**src/logic/wake_exit_pkg.sv**
```systemverilog
// constants and types shared by the wake exit delay controller
package wake_exit_pkg;

    // clock sources, before or after wake-up
    typedef enum logic [3:0] {
        SRC_NONE,                  // clock stopped (sleep)
        SRC_LOW_POWER_CRYSTAL,
        SRC_MEDIUM_CRYSTAL,
        SRC_HIGH_SPEED_CRYSTAL,
        SRC_HIGH_SPEED_MULT,       // crystal with multiplier
        SRC_EXT_RES_CAP,
        SRC_EXT_CLOCK,
        SRC_INT_OSC_IO,            // internal oscillator with io pins
        SRC_INT_SLOW,              // 31 kHz internal rc
        SRC_INT_FAST,              // 8 MHz source and its postscaler taps
        SRC_TIMER_SECONDARY
    } clk_src_e;

    // clock period in picoseconds at 250 MHz
    localparam int unsigned CLK_PERIOD_PS = 4000;

    // cpu preparation delay, in ns (plain default; least time rounds up)
    localparam int unsigned CPU_PREP_NS     = 100;
    localparam int unsigned CPU_PREP_CYCLES =
        (CPU_PREP_NS * 1000 + CLK_PERIOD_PS - 1) / CLK_PERIOD_PS;

    // start-up timer interval, in oscillator periods counted by this clock
    localparam int unsigned STARTUP_CYCLES = 1024;

    // multiplier lock time, in us (least time rounds up)
    localparam int unsigned LOCK_US     = 2000;
    localparam int unsigned LOCK_CYCLES =
        (LOCK_US * 1000000 + CLK_PERIOD_PS - 1) / CLK_PERIOD_PS;

    // internal fast oscillator settle time, in us
    localparam int unsigned SETTLE_US     = 1;
    localparam int unsigned SETTLE_CYCLES =
        (SETTLE_US * 1000000 + CLK_PERIOD_PS - 1) / CLK_PERIOD_PS;

    // flag positions in the oscillator control status view
    localparam int unsigned STARTUP_DONE_BIT = 3;
    localparam int unsigned INT_STABLE_BIT   = 2;

    // counter width for all delay counters
    localparam int unsigned CNT_W = 24;

endpackage : wake_exit_pkg

```
**src/logic/delay_counter.sv**
```systemverilog
// one-shot down counter that reports expiry
module delay_counter #(
    parameter int unsigned WIDTH = 24
) (
    // clock and reset
    input  wire logic             sys_clk,
    input  wire logic             rst_n,
    // control
    input  wire logic             load,
    input  wire logic [WIDTH-1:0] loadValue,
    // status
    output logic                  expired
);
    logic [WIDTH-1:0] count_q;

    // a counter narrower than two bits cannot hold a useful delay
    if (WIDTH < 2) begin : g_width_check
        $error("delay_counter width too small");
    end

    // a load of zero expires at once; load wins over counting
    always_ff @(posedge sys_clk or negedge rst_n) begin
        if (!rst_n) begin
            count_q <= '0;
        end else if (load) begin
            count_q <= loadValue;
        end else if (count_q != '0) begin
            count_q <= count_q - WIDTH'(1);
        end
    end

    assign expired = (count_q == '0) && !load;

endmodule : delay_counter

```
**src/logic/wake_exit_delay_control.sv**
```systemverilog
// wake exit delay controller: picks and times the exit delay after a wake event

module wake_exit_delay_control #(
    parameter int unsigned PREP_CYCLES    = wake_exit_pkg::CPU_PREP_CYCLES,
    parameter int unsigned START_CYCLES   = wake_exit_pkg::STARTUP_CYCLES,
    parameter int unsigned LOCK_CYCLES    = wake_exit_pkg::LOCK_CYCLES,
    parameter int unsigned SETTLE_CYCLES  = wake_exit_pkg::SETTLE_CYCLES
) (
    // clock and reset
    input  wire logic                     sys_clk,
    input  wire logic                     rst_n,
    // wake request and clock selection
    input  wire logic                     wakeEvent,
    input  wire logic                     primaryIdleMode,
    input  wire logic                     primaryRunning,
    input  wire wake_exit_pkg::clk_src_e  srcBefore,
    input  wire wake_exit_pkg::clk_src_e  srcAfter,
    // cpu side
    output logic                          cpuRun,
    output logic                          wakeBusy,
    // readiness flags of the oscillator control register
    output logic                          startupDoneFlag,
    output logic                          intOscStableFlag
);
    localparam int unsigned W = wake_exit_pkg::CNT_W;

    // a zero count would release before the counter is ever seen busy
    if (PREP_CYCLES < 1 || START_CYCLES < 1 || LOCK_CYCLES < 1 || SETTLE_CYCLES < 1)
    begin : g_min_check
        $error("delay counts must be at least one cycle");
    end
    if (PREP_CYCLES >= (1 << W) || START_CYCLES >= (1 << W)
        || LOCK_CYCLES >= (1 << W) || SETTLE_CYCLES >= (1 << W)) begin : g_range_check
        $error("delay count exceeds counter width");
    end

    typedef enum logic [1:0] {
        ST_RUN,
        ST_WAIT
    } wake_state_e;

    wake_state_e stateQ;
    logic        prepLoad, startLoad, lockLoad, settleLoad;
    logic        prepDone, startDone, lockDone, settleDone;
    logic        needStart, needLock, needSettle;
    logic        needStartQ, needLockQ;
    logic        cpuRun_q, wakeBusy_q, startupDone_q, intStable_q;
    logic        allDone;
    logic        lockStartedQ;
    wake_exit_pkg::clk_src_e srcAfterQ;

    // crystal family needs the start-up timer
    function automatic logic is_crystal(input wake_exit_pkg::clk_src_e s);
        return s == wake_exit_pkg::SRC_LOW_POWER_CRYSTAL
            || s == wake_exit_pkg::SRC_MEDIUM_CRYSTAL
            || s == wake_exit_pkg::SRC_HIGH_SPEED_CRYSTAL
            || s == wake_exit_pkg::SRC_HIGH_SPEED_MULT;
    endfunction : is_crystal

    always_comb begin
        // running primary skips timer in idle mode or with an unchanged source; non-crystal skips timer
        needStart = is_crystal(srcAfter)
                    && !(primaryIdleMode && primaryRunning)
                    && (srcBefore != srcAfter || !primaryRunning);
        needLock  = needStart && srcAfter == wake_exit_pkg::SRC_HIGH_SPEED_MULT;
        // fast internal covers the 8 MHz source and its taps
        needSettle = srcAfter == wake_exit_pkg::SRC_INT_FAST
                     && srcBefore != wake_exit_pkg::SRC_INT_FAST;
    end

    // prep, start-up and settle counters load only at the wake event in the run state; lock loads in the wait state
    assign prepLoad   = wakeEvent && stateQ == ST_RUN;
    assign startLoad  = prepLoad && needStart;
    assign settleLoad = prepLoad && needSettle;
    assign lockLoad   = stateQ == ST_WAIT && needLockQ && startDone && !lockStartedQ;

    delay_counter #(.WIDTH(W)) prepCnt (
        .sys_clk   (sys_clk),
        .rst_n     (rst_n),
        .load      (prepLoad),
        .loadValue (W'(PREP_CYCLES)),
        .expired   (prepDone)
    );

    delay_counter #(.WIDTH(W)) startCnt (
        .sys_clk   (sys_clk),
        .rst_n     (rst_n),
        .load      (startLoad),
        .loadValue (W'(START_CYCLES)),
        .expired   (startDone)
    );

    delay_counter #(.WIDTH(W)) lockCnt (
        .sys_clk   (sys_clk),
        .rst_n     (rst_n),
        .load      (lockLoad),
        .loadValue (W'(LOCK_CYCLES)),
        .expired   (lockDone)
    );

    // settle time never stalls the cpu
    delay_counter #(.WIDTH(W)) settleCnt (
        .sys_clk   (sys_clk),
        .rst_n     (rst_n),
        .load      (settleLoad),
        .loadValue (W'(SETTLE_CYCLES)),
        .expired   (settleDone)
    );

    // release only when prep and any needed start-up and lock delays have expired; settle is not waited for
    assign allDone = prepDone && (!needStartQ || startDone)
                     && (!needLockQ || (lockStartedQ && lockDone));

    // sequence state; new wakes while waiting are ignored
    always_ff @(posedge sys_clk or negedge rst_n) begin
        if (!rst_n) begin
            stateQ       <= ST_RUN;
            needStartQ   <= 1'b0;
            needLockQ    <= 1'b0;
            lockStartedQ <= 1'b0;
        end else begin
            unique case (stateQ)
                ST_RUN: begin
                    if (wakeEvent) begin
                        stateQ       <= ST_WAIT;
                        needStartQ   <= needStart;
                        needLockQ    <= needLock;
                        lockStartedQ <= 1'b0;
                    end
                end
                ST_WAIT: begin
                    if (lockLoad) begin
                        lockStartedQ <= 1'b1;
                    end
                    // resume the cycle after the delay ends
                    if (allDone) begin
                        stateQ <= ST_RUN;
                    end
                end
            endcase
        end
    end

    // cpu run and busy, registered
    always_ff @(posedge sys_clk or negedge rst_n) begin
        if (!rst_n) begin
            cpuRun_q   <= 1'b1;
            wakeBusy_q <= 1'b0;
        end else if (prepLoad) begin
            cpuRun_q   <= 1'b0;
            wakeBusy_q <= 1'b1;
        end else if (stateQ == ST_WAIT && allDone) begin
            cpuRun_q   <= 1'b1;
            wakeBusy_q <= 1'b0;
        end
    end

    // readiness flags; slow internal osc has none
    always_ff @(posedge sys_clk or negedge rst_n) begin
        if (!rst_n) begin
            startupDone_q <= 1'b0;
            intStable_q   <= 1'b0;
        end else begin
            if (startLoad) begin
                startupDone_q <= 1'b0;
            end else if (stateQ == ST_WAIT && needStartQ && startDone
                         && (!needLockQ || (lockStartedQ && lockDone))) begin
                startupDone_q <= 1'b1;
            end else if (prepLoad && is_crystal(srcAfter)) begin
                startupDone_q <= 1'b1;
            end
            if (settleLoad) begin
                intStable_q <= 1'b0;
            end else if (settleDone && srcAfterQ == wake_exit_pkg::SRC_INT_FAST) begin
                intStable_q <= 1'b1;
            end
        end
    end

    // remember the target source for flag ownership
    always_ff @(posedge sys_clk or negedge rst_n) begin
        if (!rst_n) begin
            srcAfterQ <= wake_exit_pkg::SRC_NONE;
        end else if (prepLoad) begin
            srcAfterQ <= srcAfter;
        end
    end

    assign cpuRun           = cpuRun_q;
    assign wakeBusy         = wakeBusy_q;
    assign startupDoneFlag  = startupDone_q;
    assign intOscStableFlag = intStable_q;

    // cpu held for at least the two cycles after the wake
    property p_prep_hold;
        @(posedge sys_clk) disable iff (!rst_n)
        prepLoad |=> !cpuRun_q [*2];
    endproperty
    a_prep_hold: assert property (p_prep_hold) else $error("cpu ran before prep delay");

    // release follows all-done by one edge
    property p_release;
        @(posedge sys_clk) disable iff (!rst_n)
        (stateQ == ST_WAIT && allDone) |=> cpuRun_q;
    endproperty
    a_release: assert property (p_release) else $error("cpu not released after delay");

    // running primary in idle mode never loads the start-up timer
    property p_no_timer_idle;
        @(posedge sys_clk) disable iff (!rst_n)
        (primaryIdleMode && primaryRunning) |-> !startLoad;
    endproperty
    a_no_timer_idle: assert property (p_no_timer_idle) else $error("timer in idle");

    // non-crystal target never loads the start-up timer
    property p_no_timer_rc;
        @(posedge sys_clk) disable iff (!rst_n)
        !is_crystal(srcAfter) |-> !startLoad;
    endproperty
    a_no_timer_rc: assert property (p_no_timer_rc) else $error("timer for rc mode");

    // prep and start-up load together
    property p_parallel;
        @(posedge sys_clk) disable iff (!rst_n)
        startLoad |-> prepLoad;
    endproperty
    a_parallel: assert property (p_parallel) else $error("prep not parallel");

    // with prep and start-up both expired and no lock needed the release follows at once, no serial prep
    property p_no_serial;
        @(posedge sys_clk) disable iff (!rst_n)
        (stateQ == ST_WAIT && needStartQ && !needLockQ && prepDone && startDone) |=> cpuRun_q;
    endproperty
    a_no_serial: assert property (p_no_serial) else $error("prep added after start-up");

    // lock never starts before the start-up timer expired
    property p_lock_after;
        @(posedge sys_clk) disable iff (!rst_n)
        lockLoad |-> startDone && needLockQ;
    endproperty
    a_lock_after: assert property (p_lock_after) else $error("lock too early");

    // fast internal wake never stalls more than 301 cycles past the load
    property p_settle_run;
        @(posedge sys_clk) disable iff (!rst_n)
        settleLoad && !needStart |=> ##[0:300] cpuRun_q;
    endproperty
    a_settle_run: assert property (p_settle_run) else $error("stalled on settle");

    // release requires the start-up timer done
    property p_wait_start;
        @(posedge sys_clk) disable iff (!rst_n)
        $rose(cpuRun_q) && needStartQ |-> $past(startDone);
    endproperty
    a_wait_start: assert property (p_wait_start) else $error("released before timer");

    c_wake: cover property (@(posedge sys_clk) disable iff (!rst_n) prepLoad);
    c_lock: cover property (@(posedge sys_clk) disable iff (!rst_n) lockLoad);
    c_settle: cover property (@(posedge sys_clk) disable iff (!rst_n) settleLoad);

endmodule : wake_exit_delay_control

```
**config.mk**
```make
export PLATFORM = sky130hd
export DESIGN_NAME = wake_exit_delay_control
export DESIGN_NICKNAME = d
export VERILOG_FILES = /design/src/logic/wake_exit_pkg.sv /design/src/logic/delay_counter.sv /design/src/logic/wake_exit_delay_control.sv
export SDC_FILE = /design/constraint.sdc
export NUM_CORES = 1
export LEC_CHECK = 0
export ABC_AREA = 1
export BUFFER_PORTS_ARGS = -buffer_cell sky130_fd_sc_hd__buf_2
export CORE_MARGIN = 8
export CORE_UTILIZATION = 33
export CTS_CLUSTER_DIAMETER = 60
export DETAILED_ROUTE_END_ITERATION = 10
export GPL_TIMING_DRIVEN = 0
export SLEW_MARGIN = 25
export SYNTH_ARGS = -nofsm -noshare
export SYNTH_HDL_FRONTEND = slang
export SYNTH_SLANG_ARGS = --single-unit
export TNS_END_PERCENT = 5
```
**constraint.sdc**
```tcl
create_clock -name sys_clk -period 1.9 [get_ports sys_clk]
set_input_delay 0 -clock sys_clk [delete_from_list [all_inputs] [get_ports sys_clk]]
set_output_delay 0 -clock sys_clk [all_outputs]
set_load 0.02 [all_outputs]
```
Yosys cells after proc, flatten, opt, wreduce, memory -nomap -nowiden --
Index checks and enable logic that the tools add are counted.
Word-level totals: input port bits 13, output and inout port bits 4, bits in registers 109, word-level logic and storage cells 110
Operators by class: mux-type cells 23, add/sub/neg operators 4, reductions and logical operators 58, eq/ne operators 12
Operator list (number):
- 24-bit two-way mux | 8
- 24-bit zero test | 4
- 24-bit nonzero test | 4
- 24-bit by 1-bit subtractor with 24-bit output, second input constant | 4
- 1-bit logical AND | 24
- 2-bit nonzero test | 6
- 1-bit two-way mux | 11
- 1-bit zero test | 9
- 4-bit by 2-bit == test with 1-bit output, second input constant | 2
- 4-bit == test, second input constant | 2
- 1-bit logical OR | 6
- 2-bit AND reduction | 3
- 4-bit by 1-bit == test with 1-bit output, second input constant | 1
- 4-bit by 3-bit == test with 1-bit output, second input constant | 1
- 2-bit two-way mux | 2
- 2-bit inequality test, second input constant | 2
- 4-bit inequality test | 1
- 4-bit inequality test, second input constant | 1
- 2-bit case mux with 2 select lines | 1
- 3-bit nonzero test | 1
- 2-bit by 1-bit == test with 1-bit output, second input constant | 1
- 2-bit zero test | 1
- 2-bit by 1-bit inequality test with 1-bit output, second input constant | 1
- 1-bit case mux with 2 select lines | 1

Logic depth before layout (Yosys ltp) --
Gate-level depths: netlist of run 1.
word-level depth 19, mapped depth 12, depth with buffers taken out 12

Modules after synthesis --
Synthesis of run 1 repeated with hierarchy kept, for this count alone.
Unflattened totals: cells, all modules 1156, area total of the unflattened synthesis 7785.0 µm²
By module, submodules not included:
- delay_counter at lockCnt ... | instances 3, sequential area each 600.6 µm², area an instance 1788.0 µm², cells an instance 266
- delay_counter at startCnt | instances 1, sequential area each 600.6 µm², area an instance 1741.7 µm², cells an instance 264
- wake_exit_delay_control | instances 1, sequential area each 301.5 µm², area an instance 679.4 µm², cells an instance 94

Worst setup path after synthesis of run 1 --
OpenSTA, ideal clock, no wires.
kind register -> register, from register settleCnt.count_q[0], to register settleCnt.count_q[1], data arrival time 1.645 ns, period minus slack after synthesis 1.725 ns, path buffers 0, cell stages (with the launch flop) 11, library setup time 0.080 ns, slack 0.175 ns, data required time 1.820 ns, cell sequence dfrtp_1 > inv_1 > ha_1 > nand2_2 > nor2_4 > nand2_2 > nor3_4 > nand2_4 > clkinv_4 > nand2_2 > o211ai_2
On the way: word-level cells in the longest chain between the ends 3, elaborated cells on any way between the ends 5, those cells by class add/sub (1); mux (2); reduce/logical (2)
Ends and longest elaborated chain:
- start, declared | line delay_counter.sv:14 | logic [WIDTH-1:0] count_q;
- start signal, assigned | line delay_counter.sv:26 | count_q <= loadValue;
- start signal, assigned | line delay_counter.sv:28 | count_q <= count_q - WIDTH'(1);
- 24-bit by 1-bit subtractor with 24-bit output | line delay_counter.sv:28
- 24-bit two-way mux | line delay_counter.sv:27 | end else if (count_q != '0) begin
- 24-bit two-way mux | line delay_counter.sv:25 | end else if (load) begin
Several ways; a longest one is shown, not always the timed one. The select of a mux whose other input is x is not followed. A chain may end at the register's enable or synchronous reset.

Worst setup path after layout of run 1 --
from register startCnt.count_q[0], to register lockCnt.count_q[20]
On the way: word-level cells in the longest chain between the ends 5, elaborated cells on any way between the ends 6, those cells by class mux (1); reduce/logical (5)
Ends and longest elaborated chain:
- start, declared | line delay_counter.sv:14
- start signal, assigned | line delay_counter.sv:26
- start signal, assigned | line delay_counter.sv:28
- 24-bit zero test (*) | line delay_counter.sv:32 | assign expired = (count_q == '0) && !load;
- 1-bit logical AND (*) | line delay_counter.sv:32
- 1-bit logical AND (*) (2 in a row) | line wake_exit_delay_control.sv:75 | assign lockLoad = stateQ == ST_WAIT && needLockQ && startDone && !lockStartedQ;
- 24-bit two-way mux or 2-bit nonzero test (tied branches)
- end signal, assigned | line delay_counter.sv:26
- end signal, assigned | line delay_counter.sv:28
- end, declared | line delay_counter.sv:14
Every way passes the cells marked *; elsewhere a longest branch is shown, timed or not.

==> metrics.yaml, run 1 <==
synth.distinct_cells: 45
yosysTopAreaCell: "dfrtp_1"
grt_max_degree: 68
ios: 17
rr_worst_depth: 11
max_freq_mhz: 562
grt_pass1_wl_um: 25400
relSlewSlack_pct: 57.6
n_fill_cell: 1912
intPower_mw: 4.13
crit_chain: "inv_2, ha_4, nand2_4, inv_2, nand2_1, nor2_2, nand3b_1, nor2_2, nand3_4, nand2_1, inv_1"
finalInstanceArea_um2: 7290
p_clk_share_pct: 32.5
crit_arrival_ps: 2040
period_minus_slack_ps: 1780
ctsLongestPathBuffers: 2
rsz0062_at_grt: "yes"
r2r-start: "startCnt.count_q[0]$_DFFE_PN0P_"
detail_route.wl_per_cell_um: 13.2
syn_area_um2: 6260
cts_inserted_buffers: 9
fin_crit_sh_pct: 93.7
p_leak_nw: 3.42
hold_viol: 0
n_antenna_cell: 0
critPathMaxStageDelay_ps: 400
post-route-drc-count: 0
synth_area_leaders: "dfrtp_1 43%, nor2_1 9.2%, nand2_1 9.0%"
cp_slowest_cell: "dfrtp_1"
postSynth.asyncResetShare_pct: 100
drtPass1Iterations: 5
synth_most_common_cell: "nor2_1"
finalSetupViolCount: 0
port-buffer-count: 16
yosysWarnings: 0
p_total_mw: 6.02
cp-start-kind: "flop"
hold_path_end: "srcAfterQ[3]$_DFFE_PN0P_"
syn_avg_cell_area_um2: 7.51
path_class: "reg2reg"
die_x_um: 154
area.growth.synth_to_final_pct: 16.3
wirelength_um: 14700
htreeDepth: 3
gp_congestion: 0.847
drive_above_1_share_pct: 15.4
seq_area_um2: 2710
antenna_found_initial: 0
synth_edf_count: 0
cts_sinks: 108
maxCapViolations: 0
power_switching_mw: 1.89
netlist_instances: 834
drt_iter0_markers: 404
grt_pass1_vias: 5213
ir_drop_mv: 0.657
cts_tree: "built"
holdPathStages: 3
die_area_um2: 23600
r2r-end: "lockCnt.count_q[20]$_DFFE_PN0P_"
place_hpwl_um: 10600
grt_use_total_pct: 13.0
skew_ps: 9.64
multi_input_area_um2: 3200
ys_seq_area_share_pct: 43.2
p_sw_share_pct: 31.3
cp_data_required_time_ps: 2160
status: "finished clean"
die_y_um: 154
route.vias.total: 5367
synthFlopType: "dfrtp_1"
insertion_delay_ps: 360
synth_common_cells: "153 x nor2_1, 151 x nand2_1, 117 x inv_1"
ys_seq_elements: 108
synth_top_area_share_pct: 42.7
final_nets: 896
vias_per_cell: 4.80
initial_core_util_pct: 33.6
endpoint_kind: "flop"
hp-class: "in2reg"
ant_nets: 0
tightest_slew_ps: 636
seq_power_share_pct: 49.9
coreArea_um2: 18600
fin_util_pct: 39.1
maxSlewViolCount: 0
clkTransAtPathRegs_ps: 80
crit_path_max_fanout: 8
finalSetupTns_ps: 0
p_comb_share_pct: 17.6
power_density_nw_per_um2: 826
min_from: "srcAfter[3]"
std_cell_rows: 50
dpl_cell_area_um2: 6670
syn_nets: 851
rrSetupSlack_ps: 120
cts-root-buf: "clkbuf_16"
grt_overflow: 0
timing repair:
item                                   CTS  global route
endpoints found under the hold margin   70             0
setup buffers                            4             8
setup endpoints to repair               67            79
pin swaps                                4            11
hold buffers                             5             0
resized for setup                       12            36
worst max-delay path by stage:
stage / startpoint / endpoint / slack [ps] / cells past startpoint
floorplan: settleCnt.count_q[0]$_DFFE_PN0N_ / settleCnt.count_q[1]$_DFFE_PN0N_ / 170 / 10
global placement: rst_n / settleCnt.count_q[17]$_DFFE_PN0N_ / -550 / 1
detailed placement: settleCnt.count_q[0]$_DFFE_PN0N_ / settleCnt.count_q[1]$_DFFE_PN0N_ / -220 / 10
CTS: startCnt.count_q[0]$_DFFE_PN0P_ / wakeBusy$_DFFE_PN0P_ / 6 / 11
global route: startCnt.count_q[5]$_DFFE_PN0P_ / startCnt.count_q[7]$_DFFE_PN0P_ / -20 / 9
finish: startCnt.count_q[0]$_DFFE_PN0P_ / lockCnt.count_q[20]$_DFFE_PN0P_ / 120 / 11
cell type report:
class                           instances  share of cell area (%)
Buffer                                 11                   0.944
Clock buffer                           10                    3.28
Clock inverter                          5                   0.841
Inverter                              123                    6.45
Multi-Input combinational cell        592                    43.9
Sequential cell                       108                    37.1
Tap cell                              234                    4.02
Timing Repair Buffer                   34                    3.48
cells by family (layout without fill, tap and decap cells):
| logic type | count (synthesis) | in the layout | synth area share (%) |
|---|---|---|---|
| compound gates | 64 | 64 | 5.91 |
| buf+inv | 134 | 183 | 8.53 |
| simple gates | 485 | 485 | 36.1 |
| fa+ha+maj | 4 | 4 | 0.799 |
| flops | 108 | 108 | 43.2 |
| xor+xnor | 39 | 39 | 5.45 |
critical path, delay by kind of cell, from the launching register on:
| kind | cells | cell delay [ps] |
|---|---|---|
| and+or+nand+nor | 7 | 920 |
| DFF | 1 | 400 |
| buffers and inverters | 3 | 190 |
| adders and majority gates | 1 | 170 |
cells in the final DEF (no fill, tap or decap), types with 19 or more instances in the layout:
| master | count |
|---|---|
| buf_2 | 19 |
| nand4_1 | 31 |
| o21ai_0 | 29 |
| nand3_1 | 46 |
| nor3_1 | 35 |
| nand2_1 | 145 |
| dfrtp_1 | 106 |
| inv_1 | 112 |
| xor2_1 | 34 |
| nor2_1 | 143 |
power by group through the flow:
stage / combinational, mW / clock, mW / sequential [mW]
3_3_place_gp: 0.974 / 0 / 3.01
6_report: 1.06 / 1.96 / 3.00
3_5_place_dp: 1.01 / 0 / 3.01
4_1_cts: 1.04 / 2.00 / 2.98
2_1_floorplan: 0.786 / 0 / 2.93
5_1_grt: 1.25 / 2.11 / 3.05
metrics by stage:
step	instances	hold slack, ps	setup WS (ps)
final	1117	40.8	120
after global routing	1117	80.1	-18.1
after CTS	1109	27.1	6.19
after detailed placement	1085	54.0	-223
after global placement	1084	298	-547
after floorplan	834	-296	175
per-layer routing:
layer | part of all wire [%] | up-vias | global-route usage, %
met4 | 2.4 | 0 | 5.74
met2 | 44 | 54 | 20.1
met1 | 52 | 2524 | 17.9
li1 | - | 2770 | -
met5 | 0 | - | 0
met3 | 1.4 | 19 | 1.51
state kept, by name (all words and copies together) (netlist names), 4 cells and up:
name,count
settleCnt.count_q,24
prepCnt.count_q,24
startCnt.count_q,24
lockCnt.count_q,24
srcAfterQ,4
No activity file was read; power rests on OpenSTA's default activity.
==> inputs of run 2 (changes only) <==
--- a/config.mk
+++ b/config.mk
@@ -12,6 +12,7 @@
 export CTS_CLUSTER_DIAMETER = 60
 export DETAILED_ROUTE_END_ITERATION = 10
 export GPL_TIMING_DRIVEN = 0
+export PLACE_DENSITY = 0.59
 export SLEW_MARGIN = 25
 export SYNTH_ARGS = -nofsm -noshare
 export SYNTH_HDL_FRONTEND = slang
==> constraint.sdc (replaced) <==
create_clock -name sys_clk -period 1.85 [get_ports sys_clk]
set_input_delay 0 -clock sys_clk [delete_from_list [all_inputs] [get_ports sys_clk]]
set_output_delay 0 -clock sys_clk [all_outputs]
set_load 0.02 [all_outputs]
==> run 2 against run 1 <==
Effect of this change:
- clock skew grew 2.4 ps
- highest routed layer unchanged
- die area stayed put
- cell count about the same
- non-clock buffer count is the same
- largest power group unchanged
- combinational power hardly changed
==> metrics.yaml, run 2 (synthesis results as in run 1) <==
htreeDepth: 3  # unchanged
grt_pass1_vias: 5256  # +0.82%
cp_data_required_time_ps: 2100  # -60 ps
critPathMaxStageDelay_ps: 410  # about the same
drive_above_1_share_pct: 16.7  # +1.3 points
ant_nets: 0  # unchanged
power_density_nw_per_um2: 841  # +1.8%
post-route-drc-count: 0  # unchanged
rsz0062_at_grt: "yes"
wirelength_um: 14800  # +0.93%
grt_max_degree: 68  # unchanged
crit_path_max_fanout: 8  # unchanged
relSlewSlack_pct: 57.1  # -0.48 points
hp-class: "in2reg"
maxCapViolations: 0  # unchanged
insertion_delay_ps: 350  # about the same
final_cell_count_no_fill: 1118  # +0.090%
detail_route.wl_per_cell_um: 13.3  # +0.83%
path_class: "reg2reg"
die_area_um2: 23600  # unchanged
dp_cells: 1085  # unchanged
hold_viol: 0  # unchanged
p_leak_nw: 3.42  # -0.16%
finalInstanceArea_um2: 7360  # +0.98%
die_y_um: 154  # unchanged
gp_congestion: 0.848  # +0.14%
dpl_cell_area_um2: 6670  # unchanged
status: "finished clean"
vias_per_cell: 4.86  # +1.1%
drtPass1Iterations: 5  # unchanged
cp-start-kind: "flop"
drt_iter0_markers: 332  # -18%
cts_inserted_buffers: 9  # unchanged
finalSetupViolCount: 0  # unchanged
area.growth.synth_to_final_pct: 17.5
grt_overflow: 0  # unchanged
antenna_found_initial: 0  # unchanged
place_hpwl_um: 10700  # +1.5%
cts-root-buf: "clkbuf_16"
cp_slowest_cell: "dfrtp_1"
crit_arrival_ps: 2050  # about the same
initial_core_util_pct: 33.6  # unchanged
die_x_um: 154  # unchanged
coreArea_um2: 18600  # unchanged
grt_pass1_wl_um: 25600  # +0.89%
rrSetupSlack_ps: 50  # -70 ps
cts_tree: "built"
grt_use_total_pct: 13.0  # about the same
endpoint_kind: "flop"
port-buffer-count: 16  # unchanged
period_minus_slack_ps: 1800  # +22.4 ps
final_nets: 896  # unchanged
maxSlewViolCount: 0  # unchanged
skew_ps: 12.0  # +2.39 ps
crit_chain: "inv_2, ha_4, nand2_4, inv_2, nand2_1, nor2_2, nand3b_1, nor2_4, nand3_4, nand2_1, inv_1"
route.vias.total: 5431  # +1.2%
clkTransAtPathRegs_ps: 70  # about the same
std_cell_rows: 50  # unchanged
n_antenna_cell: 0  # unchanged
ir_drop_mv: 0.529  # -19%
fin_util_pct: 39.5  # +0.38 points
layout_commonest_cell: "nand2_1"
final_cell_mix: "142 x nand2_1, 133 x nor2_1, 111 x inv_1"
ios: 17  # unchanged
max_freq_mhz: 555  # -1.2%
fin_crit_sh_pct: 97.4  # +3.7 points
ctsLongestPathBuffers: 2  # unchanged
cts_sinks: 108  # unchanged
tightest_slew_ps: 643  # +7.25 ps
## run 2: changes by cell type in the layout (fill, tap and decap cells not counted), moves of 3 or more
cell / before / now
buf_2: 19 / 16
nand2_1: 145 / 142
nand2_2: 12 / 15
nor2_1: 143 / 133
nor2_2: 16 / 22
nor2_4: 12 / 16
## run 2: critical path, delay by kind of cell (launching register included)
kind,cells,cell delay (ps)
and+or+nand+nor,7,910
adders and majority gates,1,170
buffers and inverters,3,200
DFF,1,410
## run 2: final cells by class
| type | instances | area [um2] |
|---|---|---|
| fill | 1936 | 11300 |
| clock inverter | 3 | 43.8 |
| timing repair buffer | 34 | 254 |
| buffer | 11 | 76.3 |
| inverter | 123 | 473 |
| tap | 234 | 293 |
| sequential | 108 | 2710 |
| multi-input combinational | 592 | 3250 |
| clock buffer | 13 | 260 |
## run 2: through the flow
stage	setup WS [ps]	hold WS [ps]	power [mW]	TNS, ps
3_3_place_gp	-619	295	4.09	-73070
5_1_grt	-46.0	109	6.58	-195
4_1_cts	-24.8	59.8	6.20	-35.9
3_5_place_dp	-290	57.3	4.12	-9130
6_report	47.8	70.1	6.19	0
2_1_floorplan	125	-296	3.82	0
## run 2: worst paths after layout
kind / cells after the start / startpoint / end
hold reg to reg: 2 / cpuRun$_DFFE_PN1P_ / cpuRun$_DFFE_PN1P_
min in group asynchronous: 2 / rst_n / startCnt.count_q[8]$_DFFE_PN0P_
max in group asynchronous: 3 / rst_n / settleCnt.count_q[0]$_DFFE_PN0N_
hold / removal: 3 / srcAfter[3] / srcAfterQ[3]$_DFFE_PN0P_
setup reg to reg: 11 / startCnt.count_q[0]$_DFFE_PN0P_ / lockCnt.count_q[20]$_DFFE_PN0P_
setup / recovery: 11 / startCnt.count_q[0]$_DFFE_PN0P_ / lockCnt.count_q[20]$_DFFE_PN0P_
## run 2: repair_timing
action                     CTS  global route
gates resized for setup     21            50
hold buffers                 5             0
setup buffers                3             9
pin swaps                    6            13
setup endpoints to repair   75            81
hold endpoints to repair    70             0
## run 2: report_power, final
part | switching, mW | internal (mW)
combinational | 0.634 | 0.451
sequential | 0.383 | 2.71
clock | 0.884 | 1.13
total | 1.90 | 4.29
## run 2: per-layer routing
metal,wire length (um),global-route usage (%),up-vias
li1,-,-,2781
met1,7520,18.1,2544
met4,161,3.87,0
met3,409,1.96,11
met2,6740,20.5,95
met5,0,0,-
==> inputs of run 3 (changes only) <==
--- a/config.mk
+++ b/config.mk
@@ -7,12 +7,12 @@
 export LEC_CHECK = 0
 export ABC_AREA = 1
 export BUFFER_PORTS_ARGS = -buffer_cell sky130_fd_sc_hd__buf_2
-export CORE_MARGIN = 8
 export CORE_UTILIZATION = 33
 export CTS_CLUSTER_DIAMETER = 60
 export DETAILED_ROUTE_END_ITERATION = 10
 export GPL_TIMING_DRIVEN = 0
 export PLACE_DENSITY = 0.59
+export REMOVE_ABC_BUFFERS = 1
 export SLEW_MARGIN = 25
 export SYNTH_ARGS = -nofsm -noshare
 export SYNTH_HDL_FRONTEND = slang
==> run 3 against run 2 <==
Effect of this change:
- clock skew decreased by 1.7 ps
- wire length decreased by 4.9%
- via count decreased by 0.41%
- combinational power about the same
- critical path depth decreased by 1
- maximum frequency increased by 1.6%
- sequential cell count unchanged
- sequential share of layout area decreased by 0.12 points
- clock power decreased by 5%
- clock-buffer cell count decreased by 2
- worst hold slack improved by 14 ps
- sequential power about the same
==> metrics.yaml, run 3 (synthesis results as in run 1) <==
status: "finished clean"
cp-start-kind: "flop"
drtPass1Iterations: 5  # unchanged
intPower_mw: 4.13  # -3.6%
maxCapViolations: 0  # unchanged
n_antenna_cell: 0  # unchanged
seq_power_share_pct: 50.5  # +0.6 points
p_total_mw: 6.10  # -1.4%
r2r-start: "startCnt.count_q[0]$_DFFE_PN0P_"
rr_worst_depth: 10  # -1
finalSetupViolCount: 0  # unchanged
multi_input_area_um2: 3300  # +1.3%
insertion_delay_ps: 360  # about the same
cts_tree: "built"
port-buffer-count: 16  # unchanged
fin_ws_ps: 75.6  # +27.8 ps
final_cell_mix: "144 x nand2_1, 138 x nor2_1, 108 x inv_1"
drive_above_1_share_pct: 16.7  # -0.038 points
fin_crit_sh_pct: 95.9  # -1.5 points
p_sw_share_pct: 32.2  # +1.5 points
area.growth.synth_to_final_pct: 17.9
clkTransAtPathRegs_ps: 70  # about the same
cts_sinks: 108  # unchanged
power_switching_mw: 1.97  # +3.5%
grt_pass1_vias: 5125  # -2.5%
max_freq_mhz: 564  # +1.6%
ios: 17  # unchanged
gp_congestion: 0.846  # -0.25%
hold_viol: 0  # unchanged
cts_inserted_buffers: 9  # unchanged
period_minus_slack_ps: 1770  # -27.8 ps
die_x_um: 140  # -9.1%
grt_overflow: 0  # unchanged
cp_data_required_time_ps: 2100  # about the same
p_leak_nw: 3.38  # -1.1%
rsz0062_at_grt: "yes"
hp-class: "in2reg"
layout_commonest_cell: "nand2_1"
detail_route.wl_per_cell_um: 12.7  # -4.5%
hold_path_end: "needLockQ$_DFFE_PN0P_"
die_y_um: 140  # -9.1%
power_density_nw_per_um2: 826  # -1.8%
grt_max_degree: 71  # +4.4%
crit_arrival_ps: 2020  # -30 ps
seq_area_um2: 2710  # about the same
crit_path_max_fanout: 5  # -3
n_fill_cell: 1886  # -2.6%
post-route-drc-count: 0  # unchanged
path_class: "reg2reg"
ant_nets: 0  # unchanged
r2r-end: "lockCnt.count_q[12]$_DFFE_PN0P_"
maxSlewViolCount: 0  # unchanged
grt_pass1_wl_um: 24400  # -4.8%
endpoint_kind: "flop"
antenna_found_initial: 0  # unchanged
htreeDepth: 3  # unchanged
wirelength_um: 14100  # -4.9%
ir_drop_mv: 0.660  # +25%
p_clk_share_pct: 31.2  # -1.3 points
place_hpwl_um: 9590  # -11%
skew_ps: 10.3  # -1.71 ps
route.vias.total: 5409  # -0.41%
finalInstanceArea_um2: 7390  # +0.37%
coreArea_um2: 18600  # unchanged
tightest_slew_ps: 659  # +15.7 ps
final_nets: 892  # -0.45%
initial_core_util_pct: 33.6  # unchanged
grt_use_total_pct: 15.3  # +2.3 points
p_comb_share_pct: 18.3  # +0.8 points
relSlewSlack_pct: 56.1  # -1.1 points
cts-root-buf: "clkbuf_16"
dpl_cell_area_um2: 6600  # -1.1%
die_area_um2: 19500  # -17%
vias_per_cell: 4.86  # about the same
std_cell_rows: 50  # unchanged
holdWs_ps: 84.5  # +14.4 ps
ctsLongestPathBuffers: 2  # unchanged
place_ws_ps: -1250  # -956 ps
fin_util_pct: 39.6  # +0.15 points
holdPathStages: 3  # unchanged
drt_iter0_markers: 246  # -26%
rrSetupSlack_ps: 80  # +30 ps
min_from: "srcAfter[2]"
==> run 3: cell types whose count changed in the layout (fill, tap and decap cells not counted), moves of 4 or more <==
cell        delta
nor2_1         +5
clkbuf_1       -4
clkinvlp_4     +4
nand2_2        -4
nor2_2         -4
==> run 3: per-layer routing <==
layer | vias up | share of wire [%] | global-route usage (%)
met2 | 72 | 48 | 25.2
li1 | 2772 | - | -
met4 | 0 | 1.0 | 3.70
met5 | - | 0 | 0
met3 | 11 | 2.9 | 2.89
met1 | 2554 | 48 | 20.8
==> run 3: what timing repair did <==
item | in CTS | in global routing
setup buffers | 3 | 13
hold buffers | 6 | 0
cloned | 2 | 0
endpoints found under the setup margin | 98 | 95
hold endpoints to repair | 74 | 0
pin swaps | 5 | 12
gates resized for setup | 24 | 49
==> run 3: power groups by stage <==
stage / Sequential, mW / Clock (mW) / Combinational (mW)
3_5_place_dp: 3.09 / 0 / 1.03
2_1_floorplan: 3.01 / 0 / 0.807
4_1_cts: 3.05 / 1.98 / 1.07
3_3_place_gp: 3.09 / 0 / 0.997
5_1_grt: 3.13 / 2.05 / 1.30
6_report: 3.08 / 1.90 / 1.12
==> run 3: worst max-delay path by stage <==
stage	slack (ps)	cells after the start	startpoint	endpoint
2_1_floorplan	-320	9	stateQ[0]$_DFFE_PN0P_	wakeBusy$_DFFE_PN0P_
3_3_place_gp	-1250	9	stateQ[0]$_DFFE_PN0P_	wakeBusy$_DFFE_PN0P_
3_5_place_dp	-1250	9	stateQ[0]$_DFFE_PN0P_	wakeBusy$_DFFE_PN0P_
4_1_cts	-60	11	lockCnt.count_q[0]$_DFFE_PN0P_	wakeBusy$_DFFE_PN0P_
5_1_grt	-70	10	lockCnt.count_q[16]$_DFFE_PN0P_	wakeBusy$_DFFE_PN0P_
6_report	80	10	startCnt.count_q[0]$_DFFE_PN0P_	lockCnt.count_q[12]$_DFFE_PN0P_
==> run 3: layout make-up <==
cell class | count | share of cell area [%]
repair buffers | 39 | 4.22
inverters | 123 | 6.61
well taps | 234 | 3.96
clock buffers | 11 | 3.29
flip-flops and latches | 108 | 36.6
multi-input cells | 593 | 44.6
clock inverters | 5 | 0.610
repair inverters | 1 | 0.0678
==> run 3: stage by stage <==
step,instances,setup TNS (ps)
after floorplan,823,-5920
after global placement,1073,-121800
after detailed placement,1074,-60540
after CTS,1101,-482
after global routing,1114,-134
final,1114,0
==> run 3: worst max-delay path, stage by stage, from the launching register on <==
cell      delay, ps
dfrtp_1         410
inv_2            90
ha_4            160
nand2_4          80
nor2_4          140
nand2_1         100
nor2_4          200
buf_4           150
nand4_1         150
nand3b_1        150
inv_1            40
